<file path="config.mk">
export PLATFORM = sky130hd
export DESIGN_NAME = sar_adc_parallel_control
export DESIGN_NICKNAME = d
export VERILOG_FILES = /design/src/logic/sar_adc_pkg.sv /design/src/logic/sar_adc_parallel_control.sv
export SDC_FILE = /design/constraint.sdc
export NUM_CORES = 1
export LEC_CHECK = 0
export ABC_AREA = 0
export BUFFER_PORTS_ARGS = -buffer_cell sky130_fd_sc_hd__buf_2
export CAP_MARGIN = 20
export CELL_PAD_IN_SITES_DETAIL_PLACEMENT = 0
export CELL_PAD_IN_SITES_GLOBAL_PLACEMENT = 1
export CORE_ASPECT_RATIO = 0.5
export CORE_MARGIN = 1.5
export CORE_UTILIZATION = 39
export DETAILED_ROUTE_END_ITERATION = 10
export GPL_ROUTABILITY_DRIVEN = 1
export HOLD_SLACK_MARGIN = 0.06
export PLACE_DENSITY_LB_ADDON = 0.1
export SLEW_MARGIN = 20
export SYNTH_ARGS = -nofsm -noshare
export SYNTH_HDL_FRONTEND = slang
export SYNTH_SLANG_ARGS = --single-unit
</file>
<file path="constraint.sdc">
create_clock -name clk_sys -period 3.49 [get_ports clk_sys]
set_input_delay 0.1745 -clock clk_sys [delete_from_list [all_inputs] [get_ports clk_sys]]
set_output_delay 0.1745 -clock clk_sys [all_outputs]
set_load 0.01 [all_outputs]
</file>
<file path="src/logic/sar_adc_pkg.sv">
// Constants shared by the converter control logic.
// Assumes a 50 MHz system clock; all timings are converted to cycles here.
package sar_adc_pkg;
	// ************************************************************
	// Timing
	// ************************************************************
	localparam int CLK_PERIOD_NS = 20;
	localparam int CONV_TIME_NS = 200;
	localparam int CONV_CYCLES = CONV_TIME_NS / CLK_PERIOD_NS;
	localparam int RESET_PHASE_TIME_NS = 100;
	localparam int RESET_PHASE_CYCLES = (RESET_PHASE_TIME_NS + CLK_PERIOD_NS - 1) / CLK_PERIOD_NS;
	localparam int POWERDOWN_ENTRY_TIME_NS = 1000;
	localparam int POWERDOWN_ENTRY_CYCLES = (POWERDOWN_ENTRY_TIME_NS + CLK_PERIOD_NS - 1) / CLK_PERIOD_NS;
	localparam int ABORT_LIMIT_NS = 45;
	localparam int ABORT_LIMIT_CYCLES = ABORT_LIMIT_NS / CLK_PERIOD_NS;
	localparam int INIT_CONVERSIONS = 4;
	// ************************************************************
	// Codes and widths
	// ************************************************************
	localparam int RESULT_WIDTH = 12;
	localparam logic [11:0] ABORT_CODE = 12'hfe0;
	localparam logic [11:0] RESULT_RESET = 12'h000;
	localparam int BYTE_NIBBLE_LSB = 8;
	typedef enum logic [1:0] {ST_IDLE, ST_SAMPLE, ST_CONVERT} conv_state_type;
	typedef enum logic [1:0] {PW_RUN, PW_RESET, PW_POWERDOWN} power_state_type;
endpackage : sar_adc_pkg

</file>
<file path="src/logic/sar_adc_parallel_control.sv">
// Sampling, conversion, readout, nap and reset control of a 12-bit converter.
// Assumes all inputs synchronous to clk_sys; sample_code comes from the analog core.
`timescale 1ns/100ps
module sar_adc_parallel_control #(
	parameter int CONV_CYCLES = sar_adc_pkg::CONV_CYCLES,
	parameter int RESET_PHASE_CYCLES = sar_adc_pkg::RESET_PHASE_CYCLES,
	parameter int POWERDOWN_ENTRY_CYCLES = sar_adc_pkg::POWERDOWN_ENTRY_CYCLES
) (
	input wire logic clk_sys,
	input wire logic rst,
	input wire logic chip_select_n,
	input wire logic conversion_start_n,
	input wire logic read_n,
	input wire logic byte_select,
	input wire logic nap_enable_n,
	input wire logic powerdown_reset_n,
	input wire logic [11:0] sample_code,
	output logic busy,
	output logic [11:0] result_bus_out,
	output logic [11:0] result_bus_oe,
	output logic sampling,
	output logic napping,
	output logic powered_down,
	output logic data_invalid
);
	// ************************************************************
	// Edge detection
	// ************************************************************
	logic cs_q_reg, cs_q_next, cv_q_reg, cv_q_next;
	logic cv_rise, cv_fall, cs_fall;
	assign cv_rise = conversion_start_n && !cv_q_reg;
	assign cv_fall = !conversion_start_n && cv_q_reg;
	assign cs_fall = !chip_select_n && cs_q_reg;

	function automatic logic [11:0] format_word(input logic [11:0] w, input logic bsel);
		if (bsel) begin
			format_word = {w[3:0], 8'h00};
		end else begin
			format_word = w;
		end
	endfunction : format_word

	// ************************************************************
	// Conversion control
	// ************************************************************
	sar_adc_pkg::conv_state_type st_reg, st_next;
	sar_adc_pkg::power_state_type pw_reg, pw_next;
	logic [7:0] cnt_reg, cnt_next;
	logic [11:0] result_reg, result_next;
	logic busy_reg, busy_next, nap_reg, nap_next;
	logic [2:0] init_reg, init_next;
	logic [15:0] pwcnt_reg, pwcnt_next;
	logic [11:0] out_reg, out_next, oe_reg, oe_next;
	logic in_reset;
	assign in_reset = pw_reg != sar_adc_pkg::PW_RUN;

	always_comb begin
		st_next = st_reg;
		cnt_next = cnt_reg;
		result_next = result_reg;
		busy_next = busy_reg;
		nap_next = nap_reg;
		init_next = init_reg;
		cs_q_next = chip_select_n;
		cv_q_next = conversion_start_n;
		if (in_reset || !powerdown_reset_n) begin
			st_next = sar_adc_pkg::ST_IDLE;
			busy_next = 1'b0;
			nap_next = 1'b0;
			cnt_next = 8'h00;
			result_next = sar_adc_pkg::ABORT_CODE;
			init_next = 3'(sar_adc_pkg::INIT_CONVERSIONS);
		end else begin
			case (st_reg)
				sar_adc_pkg::ST_IDLE: begin
					if ((cv_rise && !chip_select_n) || (cs_fall && conversion_start_n)) begin
						st_next = sar_adc_pkg::ST_SAMPLE;
						nap_next = 1'b0;
					end
				end
				sar_adc_pkg::ST_SAMPLE: begin
					if ((cv_fall && !chip_select_n) || (cs_fall && !conversion_start_n)) begin
						st_next = sar_adc_pkg::ST_CONVERT;
						busy_next = 1'b1;
						cnt_next = 8'h00;
					end
				end
				sar_adc_pkg::ST_CONVERT: begin
					cnt_next = cnt_reg + 8'h01;
					if (cs_fall && conversion_start_n) begin
						busy_next = 1'b0;
						result_next = sar_adc_pkg::ABORT_CODE;
						st_next = sar_adc_pkg::ST_IDLE;
					end else if (cnt_reg == 8'(CONV_CYCLES - 1)) begin
						busy_next = 1'b0;
						result_next = sample_code;
						if (init_reg != 3'h0) begin
							init_next = init_reg - 3'h1;
						end
						if (!chip_select_n && conversion_start_n) begin
							st_next = sar_adc_pkg::ST_SAMPLE;
						end else begin
							st_next = sar_adc_pkg::ST_IDLE;
							nap_next = !nap_enable_n;
						end
					end
				end
				default: st_next = sar_adc_pkg::ST_IDLE;
			endcase
			if (st_reg == sar_adc_pkg::ST_IDLE && nap_enable_n) begin
				nap_next = 1'b0;
			end else if (st_reg == sar_adc_pkg::ST_IDLE && !busy_reg && st_next == sar_adc_pkg::ST_IDLE && !nap_enable_n) begin
				nap_next = 1'b1;
			end
		end
	end

	// ************************************************************
	// Powerdown and reset sequencing
	// ************************************************************
	always_comb begin
		pw_next = pw_reg;
		pwcnt_next = pwcnt_reg;
		if (powerdown_reset_n) begin
			pw_next = sar_adc_pkg::PW_RUN;
			pwcnt_next = 16'h0000;
		end else begin
			if (pw_reg == sar_adc_pkg::PW_RUN) begin
				pw_next = sar_adc_pkg::PW_RESET;
			end else if (pwcnt_reg >= 16'(POWERDOWN_ENTRY_CYCLES)) begin
				pw_next = sar_adc_pkg::PW_POWERDOWN;
			end
			if (pwcnt_reg != 16'hffff) begin
				pwcnt_next = pwcnt_reg + 16'h0001;
			end
		end
	end

	// ************************************************************
	// Output bus
	// ************************************************************
	always_comb begin
		out_next = 12'h000;
		oe_next = 12'h000;
		if (!chip_select_n && !read_n) begin
			out_next = format_word(result_next, byte_select);
			oe_next = 12'hfff;
		end
	end

	always_ff @(posedge clk_sys) begin
		if (rst) begin
			st_reg <= sar_adc_pkg::ST_IDLE;
			pw_reg <= sar_adc_pkg::PW_RUN;
			cnt_reg <= 8'h00;
			pwcnt_reg <= 16'h0000;
			result_reg <= sar_adc_pkg::RESULT_RESET;
			busy_reg <= 1'b0;
			nap_reg <= 1'b0;
			init_reg <= 3'(sar_adc_pkg::INIT_CONVERSIONS);
			out_reg <= 12'h000;
			oe_reg <= 12'h000;
			cs_q_reg <= 1'b1;
			cv_q_reg <= 1'b1;
		end else begin
			st_reg <= st_next;
			pw_reg <= pw_next;
			cnt_reg <= cnt_next;
			pwcnt_reg <= pwcnt_next;
			result_reg <= result_next;
			busy_reg <= busy_next;
			nap_reg <= nap_next;
			init_reg <= init_next;
			out_reg <= out_next;
			oe_reg <= oe_next;
			cs_q_reg <= cs_q_next;
			cv_q_reg <= cv_q_next;
		end
	end

	// Sampling flag follows state with no lag: it is registered from st_next, in step with st_reg
	logic samp_reg, pd_reg, inv_reg;
	always_ff @(posedge clk_sys) begin
		if (rst) begin
			samp_reg <= 1'b0;
			pd_reg <= 1'b0;
			inv_reg <= 1'b1;
		end else begin
			samp_reg <= st_next == sar_adc_pkg::ST_SAMPLE;
			pd_reg <= pw_next == sar_adc_pkg::PW_POWERDOWN;
			inv_reg <= init_next != 3'h0;
		end
	end

	assign busy = busy_reg;
	assign result_bus_out = out_reg;
	assign result_bus_oe = oe_reg;
	assign sampling = samp_reg;
	assign napping = nap_reg;
	assign powered_down = pd_reg;
	assign data_invalid = inv_reg;

	// ************************************************************
	// Checks
	// ************************************************************
	property p_busy_rise;
		@(posedge clk_sys) disable iff (rst || !powerdown_reset_n)
		(st_reg == sar_adc_pkg::ST_SAMPLE && cv_fall && !chip_select_n) |=> busy;
	endproperty
	a_busy_rise: assert property (p_busy_rise) else $error("busy did not rise");

	property p_conv_time;
		@(posedge clk_sys) disable iff (rst || !powerdown_reset_n)
		$rose(busy) |-> ##[1:20] !busy;
	endproperty
	a_conv_time: assert property (p_conv_time) else $error("conversion too long");

	property p_bus_off;
		@(posedge clk_sys) disable iff (rst)
		$past(chip_select_n) || $past(read_n) |-> result_bus_oe == 12'h000;
	endproperty
	a_bus_off: assert property (p_bus_off) else $error("bus driven while deselected");

	property p_byte_fmt;
		@(posedge clk_sys) disable iff (rst)
		(result_bus_oe != 12'h000 && $past(byte_select)) |-> result_bus_out[7:0] == 8'h00;
	endproperty
	a_byte_fmt: assert property (p_byte_fmt) else $error("byte mode low bits not zero");

	property p_reset_abort;
		@(posedge clk_sys) disable iff (rst)
		!powerdown_reset_n |=> !busy && result_reg == sar_adc_pkg::ABORT_CODE;
	endproperty
	a_reset_abort: assert property (p_reset_abort) else $error("reset did not abort");

	property p_abort_code;
		@(posedge clk_sys) disable iff (rst || !powerdown_reset_n)
		(st_reg == sar_adc_pkg::ST_CONVERT && cs_fall && conversion_start_n) |=> result_reg == sar_adc_pkg::ABORT_CODE;
	endproperty
	a_abort_code: assert property (p_abort_code) else $error("abort code missing");

	property p_nap_exit;
		@(posedge clk_sys) disable iff (rst)
		sampling |-> !napping;
	endproperty
	a_nap_exit: assert property (p_nap_exit) else $error("napping while sampling");

	property p_wake;
		@(posedge clk_sys) disable iff (rst)
		(powered_down && powerdown_reset_n) |=> !powered_down;
	endproperty
	a_wake: assert property (p_wake) else $error("no wake after reset release");

	property p_reset_phase;
		@(posedge clk_sys) disable iff (rst)
		(pw_reg == sar_adc_pkg::PW_RESET && pwcnt_reg <= 16'(RESET_PHASE_CYCLES)) |-> result_reg == sar_adc_pkg::ABORT_CODE;
	endproperty
	a_reset_phase: assert property (p_reset_phase) else $error("reset phase code missing");

	property p_start_sample;
		@(posedge clk_sys) disable iff (rst || !powerdown_reset_n)
		(st_reg == sar_adc_pkg::ST_IDLE && !in_reset && cv_rise && !chip_select_n) |=> sampling;
	endproperty
	a_start_sample: assert property (p_start_sample) else $error("start rise did not sample");

	property p_cs_sample;
		@(posedge clk_sys) disable iff (rst || !powerdown_reset_n)
		(st_reg == sar_adc_pkg::ST_IDLE && !in_reset && cs_fall && conversion_start_n) |=> sampling;
	endproperty
	a_cs_sample: assert property (p_cs_sample) else $error("select fall did not sample");

	property p_b2b;
		@(posedge clk_sys) disable iff (rst || !powerdown_reset_n)
		(st_reg == sar_adc_pkg::ST_CONVERT && cnt_reg == 8'(CONV_CYCLES - 1) && !chip_select_n
			&& conversion_start_n && !cs_fall) |=> sampling && !busy;
	endproperty
	a_b2b: assert property (p_b2b) else $error("no sampling at conversion end");

	// Abort and back-to-back ends are excluded: neither naps in the next cycle
	property p_nap_enter;
		@(posedge clk_sys) disable iff (rst || !powerdown_reset_n)
		(st_reg == sar_adc_pkg::ST_CONVERT && cnt_reg == 8'(CONV_CYCLES - 1) && !in_reset
			&& (chip_select_n || !conversion_start_n) && !nap_enable_n) |=> napping;
	endproperty
	a_nap_enter: assert property (p_nap_enter) else $error("no nap after conversion");
endmodule : sar_adc_parallel_control

</file>
# [After elaboration in Yosys (flattened, before gate mapping)]
# Cells that the tools add are included.
[classes] add_sub_neg=3 n_lt_le_gt_ge=1 eq_ne=12 n_mux=34 bitwise_logic=1 n_reduce_logical=39
[ops] cell="$mux W12" n=6
[ops] cell="$mux W2" n=9
[ops] cell="$add A16 B1 Y16 const B" n=1
[ops] cell="$ge A16 B6 Y1 const B" n=1
[ops] cell="$ne A16 B16 Y1 const B" n=1
[ops] cell="$pmux W8 S2" n=1
[ops] cell="$mux W3" n=5
[ops] cell="$logic_and A1 B1 Y1" n=13
[ops] cell="$ne A3 B3 Y1 const B" n=4
[ops] cell="$mux W1" n=9
[ops] cell="$reduce_bool A3 Y1" n=3
[ops] cell="$add A8 B1 Y8 const B" n=1
[ops] cell="$eq A8 B4 Y1 const B" n=1
[ops] cell="$mux W8" n=1
[ops] cell="$logic_not A1 Y1" n=7
[ops] cell="$logic_not A2 Y1" n=3
[ops] cell="$pmux W2 S3" n=1
[ops] cell="$reduce_or A2 Y1" n=3
[ops] cell="$reduce_or A3 Y1" n=2
[ops] cell="$reduce_and A5 Y1" n=1
[ops] cell="$eq A2 B1 Y1 const B" n=2
[ops] cell="$eq A2 B2 Y1 const B" n=2
[ops] cell="$pmux W1 S2" n=2
[ops] cell="$reduce_bool A2 Y1" n=2
[ops] cell="7 further kinds" n=9
[totals] register_bits=74 input_bits=20 out_inout_bits=29 elab_cells=106

# [Longest topological paths before layout]
[depth] ltp_word=12 mapped_depth=8 depth_no_buf=7

# [Worst setup path after synthesis]
# OpenSTA, ideal clock, no wires.
[synth_path] kind="register to register" start="reg cnt_reg[0]" end="reg out_reg[10] (netlist: result_bus_out[10])" setup_ns=0.092 t_arrival_ns=1.666 required_ns=3.398 path_slack_ns=1.732 path_stages_with_launch=8 n_path_buf=1 synth_period_minus_slack_ns=1.758 cell_sequence="dfxtp_1 ha_1 or4b_4 o21ai_2 and2_1 buf_4 nor3_1 o32ai_1"
[synth_between] elab_chain_len=6
[synth_rtl] element="start, declared" line="sar_adc_parallel_control.sv:48" rtl="logic [7:0] cnt_reg, cnt_next;"
[synth_rtl] element="start signal, assigned" line="sar_adc_parallel_control.sv:168" rtl="cnt_reg <= cnt_next;"
[synth_rtl] element="$eq A8 B4 Y1" line="sar_adc_parallel_control.sv:94" rtl="end else if (cnt_reg == 8'(CONV_CYCLES - 1)) begin"
[synth_rtl] element="$mux W12" line="sar_adc_parallel_control.sv:94"
[synth_rtl] element="$mux W12" line="sar_adc_parallel_control.sv:90" rtl="if (cs_fall && conversion_start_n) begin"
[synth_rtl] element="$mux W12" line="sar_adc_parallel_control.sv:74" rtl="case (st_reg)"
[synth_rtl] element="$mux W12" line="sar_adc_parallel_control.sv:66" rtl="if (in_reset || !powerdown_reset_n) begin"
[synth_rtl] element="$mux W12" line="sar_adc_parallel_control.sv:36" rtl="if (bsel) begin"
[synth_rtl] element="end signal, assigned" line="sar_adc_parallel_control.sv:174" rtl="out_reg <= out_next;"
[synth_rtl] element="end, declared" line="sar_adc_parallel_control.sv:53" rtl="logic [11:0] out_reg, out_next, oe_reg, oe_next;"
# Every way passes these cells.
# A chain may end at the register's enable or synchronous reset.

# [Final worst setup path]
[layout_path] start="reg st_reg[0]" end="reg out_reg[11] (netlist: result_bus_out[11])"
[layout_between] elab_chain_len=4
[layout_rtl] element="start, declared" line="sar_adc_parallel_control.sv:46" rtl="sar_adc_pkg::conv_state_type st_reg, st_next;"
[layout_rtl] element="start signal, assigned" line="sar_adc_parallel_control.sv:153" rtl="st_reg <= sar_adc_pkg::ST_IDLE;"
[layout_rtl] element="start signal, assigned" line="sar_adc_parallel_control.sv:166" rtl="st_reg <= st_next;"
[layout_rtl] element="$eq A2 B2 Y1" line="sar_adc_parallel_control.sv:74"
[layout_rtl] element="$mux W12" line="sar_adc_parallel_control.sv:74"
[layout_rtl] element="$mux W12" line="sar_adc_parallel_control.sv:66"
[layout_rtl] element="$mux W12" line="sar_adc_parallel_control.sv:36"
# Every way passes these cells.

==> summary.md <==
| Metric | Value |
|---|---|
| Share of the synthesized area in the top cell type | 0.443 |
| HP Class | input port to register |
| Post-Place Cell Area | ~3100 sq um |
| Clock Path Buffers | 2 |
| Endpoints failing hold | 0 |
| Crit Path Max Fanout | 12 |
| Yosys reg bits | 63 |
| Total global routing overflow | 0 |
| CTS tree | yes |
| H-tree depth | 3 |
| Die width | 124 um |
| Crit path DAT | 2.44 ns |
| Adder-cell share of the synthesized area | 0.0484 |
| Area Growth Syn to Fin | 20.2% |
| Vias in the first global route | 2302 |
| Site row count | 21 |
| Largest net degree at the start of global routing | 20 |
| RSZ-0062 raised after global routing | false |
| Max reg flops | 16 |
| Pwr dens | around 520 nW/um^2 |
| Final worst-path cycle share | 0.633 |
| R2R Setup Slk | roughly 1.3 ns |
| Asr flop ratio synth | 0 |
| Routability cong. | ~0.79 |
| Final Cell Area | around 3400 sq um |
| Static leakage | ~1.3 nW |
| Share of cells above drive strength 1 | 0.214 |
| Post-DRT Antenna Nets | 0 |
| Crit. End Element | register |
| Worst-path clk slew | 0.05 ns |
| Predominant post-synthesis flop cell | dfxtp_1 |
| Max Cap Violations | 0 |
| Die height | between 60 and 70 um |
| Global-route wire length before repair | 10900 um |
| Mapped Avg Cell Area | around 8.9 sq um |
| Port buffer count | between 40 and 50 |
| Crit Path Class | register to register |
| Synthesized net count | between 300 and 400 |
| Endpoints failing setup | 0 |
| Simple-Gate Fraction of Synth Area | 0.263 |
| DPL Wire Length | 4710 um |
| # nets final | around 400 |
| TritonRoute pass-1 iters | 4 |
| Post-synthesis mux area share | 0.0105 |
| Compound-Gate Fraction of Synth Area | 0.131 |
| Mapped Cells | around 320 |
| CTS sink count | 63 |
| Wire length per cell | about 14 um |
| Drt initial violations | 120 |
| Fillcell total | ~660 |
| Synth area leader | dfxtp_1 |
| Post-synth EDFFs | 0 |
| Peak supply drop | between 200 and 250 uV |
| Reg2reg path depth | 7 |
| Clock latency on the worst-skew pair | about 0.33 ns |
| CTS Buf Count | 9 |
| Critical Path RT | ~3.7 ns |
| Fin. max-slew vios | 0 |
| Fmax | 0.453 GHz |
| Worst setup SP type | register |
| Worst Skew | approximately 0.0054 ns |
| Die Area | 7850 sq um |
| Overall global routing resource usage | 0.184 |
| Status | finished clean |
| Core area | approximately 6900 sq um |
| Hold_ws | around 0.084 ns |
| WL final | around 6400 um |
| Fin util | 0.499 |
| Mapped Area | between 2000 and 3000 sq um |
| Sequential fraction of the synthesis area | 0.443 |
| Post-synthesis xor/xnor area fraction | 0.0492 |
| Antenna violations before repair | 0 |
| Synth top area cells | dfxtp_1 44%, nor2_1 5.8%, ha_1 4.8% |
| Root buffer cell | clkbuf_16 |
| Main combinational cell family by area after synthesis | simple AND/OR/NAND/NOR gates |
| DRC | 0 |
| Via count | roughly 2400 |
| Most common cell after layout, fill and taps aside | dfxtp_1 |
| Max-slew headroom | 0.544 |
| Tmin final | approximately 2.2 ns |
| Vias per std cell | about 5.3 |
| ANT cells | 0 |
| Post-route setup TNS | 0 ns |
| Yosys warning count | 0 |
| Worst slew pin tran | 0.681 ns |
| Initial Utilization | 0.415 |
| Count of different cell masters after synthesis | between 50 and 60 |
| Commonest non-fill, non-tap cells in the layout | 63 x dfxtp_1, 48 x buf_2, 44 x nor2_1 |
| Hold-critical path depth | 2 |
| Boundary pin count | 49 |
[final cells by class]
type                            instances  area [sq um]  share of cell area
Clock buffer                           13           260              0.0761
Inverter                               10          37.5              0.0110
Timing Repair Buffer                   49           250              0.0732
Clock inverter                          3          65.1              0.0190
Multi-Input combinational cell        227          1430               0.418
Sequential cell                        63          1260               0.369
Tap cell                               92           115              0.0337
[worst paths after layout]
path	startpoint	end
max reg2reg	st_reg[0]	result_bus_out[11]
min	conversion_start_n	cv_q_reg
max	st_reg[0]	result_bus_out[11]
min reg2reg	pwcnt_reg[9]	pwcnt_reg[9]
[synth_stat cells (4+ instances only)]
cell      number
a211oi_1       5
a21oi_1       18
a22oi_1        5
and3_1         5
buf_4         12
clkbuf_1       6
dfxtp_1       63
ha_1          11
inv_1         10
nand2_1       16
nand3_1       13
nor2_1        44
nor2b_1        6
nor3_1        19
nor4_1         4
o32ai_1        4
or2_2          6
xnor2_1       13
[report_power, final]
| part | leakage [nW] | internal (mW) | total, mW | switching (mW) |
|---|---|---|---|---|
| sequential | 0.512 | 0.733 | 0.741 | 0.00734 |
| clock | 0.160 | 0.663 | 0.970 | 0.307 |
| combinational | 0.666 | 0.0299 | 0.0735 | 0.0436 |
| total | 1.34 | 1.43 | 1.78 | 0.358 |
[logic make-up (layout without fill, tap and decap cells)]
group | Yosys count | after routing
xor gates and xnor gates | 16 | 16
buffers and inverters | 29 | 75
muxes | 3 | 3
and+or+nand+nor | 141 | 141
DFF | 63 | 63
adders and majority gates | 11 | 11
AOI/OAI and AO/OA | 56 | 56
[worst max-delay path: stages, from the launching register on]
cell      delay [ns]
dfxtp_1         0.33
inv_1           0.11
ha_1            0.38
nor4bb_1        0.34
nand2_1         0.14
a21oi_1         0.44
a22oi_1         0.22
o32ai_1         0.15
[metal layers]
layer	global-route usage	routed length (um)
met2	0.313	3200
met3	0.0779	313
met5	0	0
met1	0.212	2860
met4	0.0532	81
[timing repair]
item                                   4_1_cts  5_1_grt
hold buffers                                 1        0
buffers inserted                             0        0
endpoints found under the hold margin        1        0
gates resized for setup                      0        0
[metrics by stage]
| step | setup WS [ns] | std cells | power, mW |
|---|---|---|---|
| after floorplan | 1.73 | 319 | 0.803 |
| after global placement | 1.45 | 440 | 0.827 |
| after detailed placement | 1.39 | 440 | 0.829 |
| after CTS | 1.35 | 457 | 1.80 |
| after global routing | 0.980 | 457 | 1.86 |
| final | 1.28 | 457 | 1.78 |
Note: power is estimated with default switching activity, not from simulation.
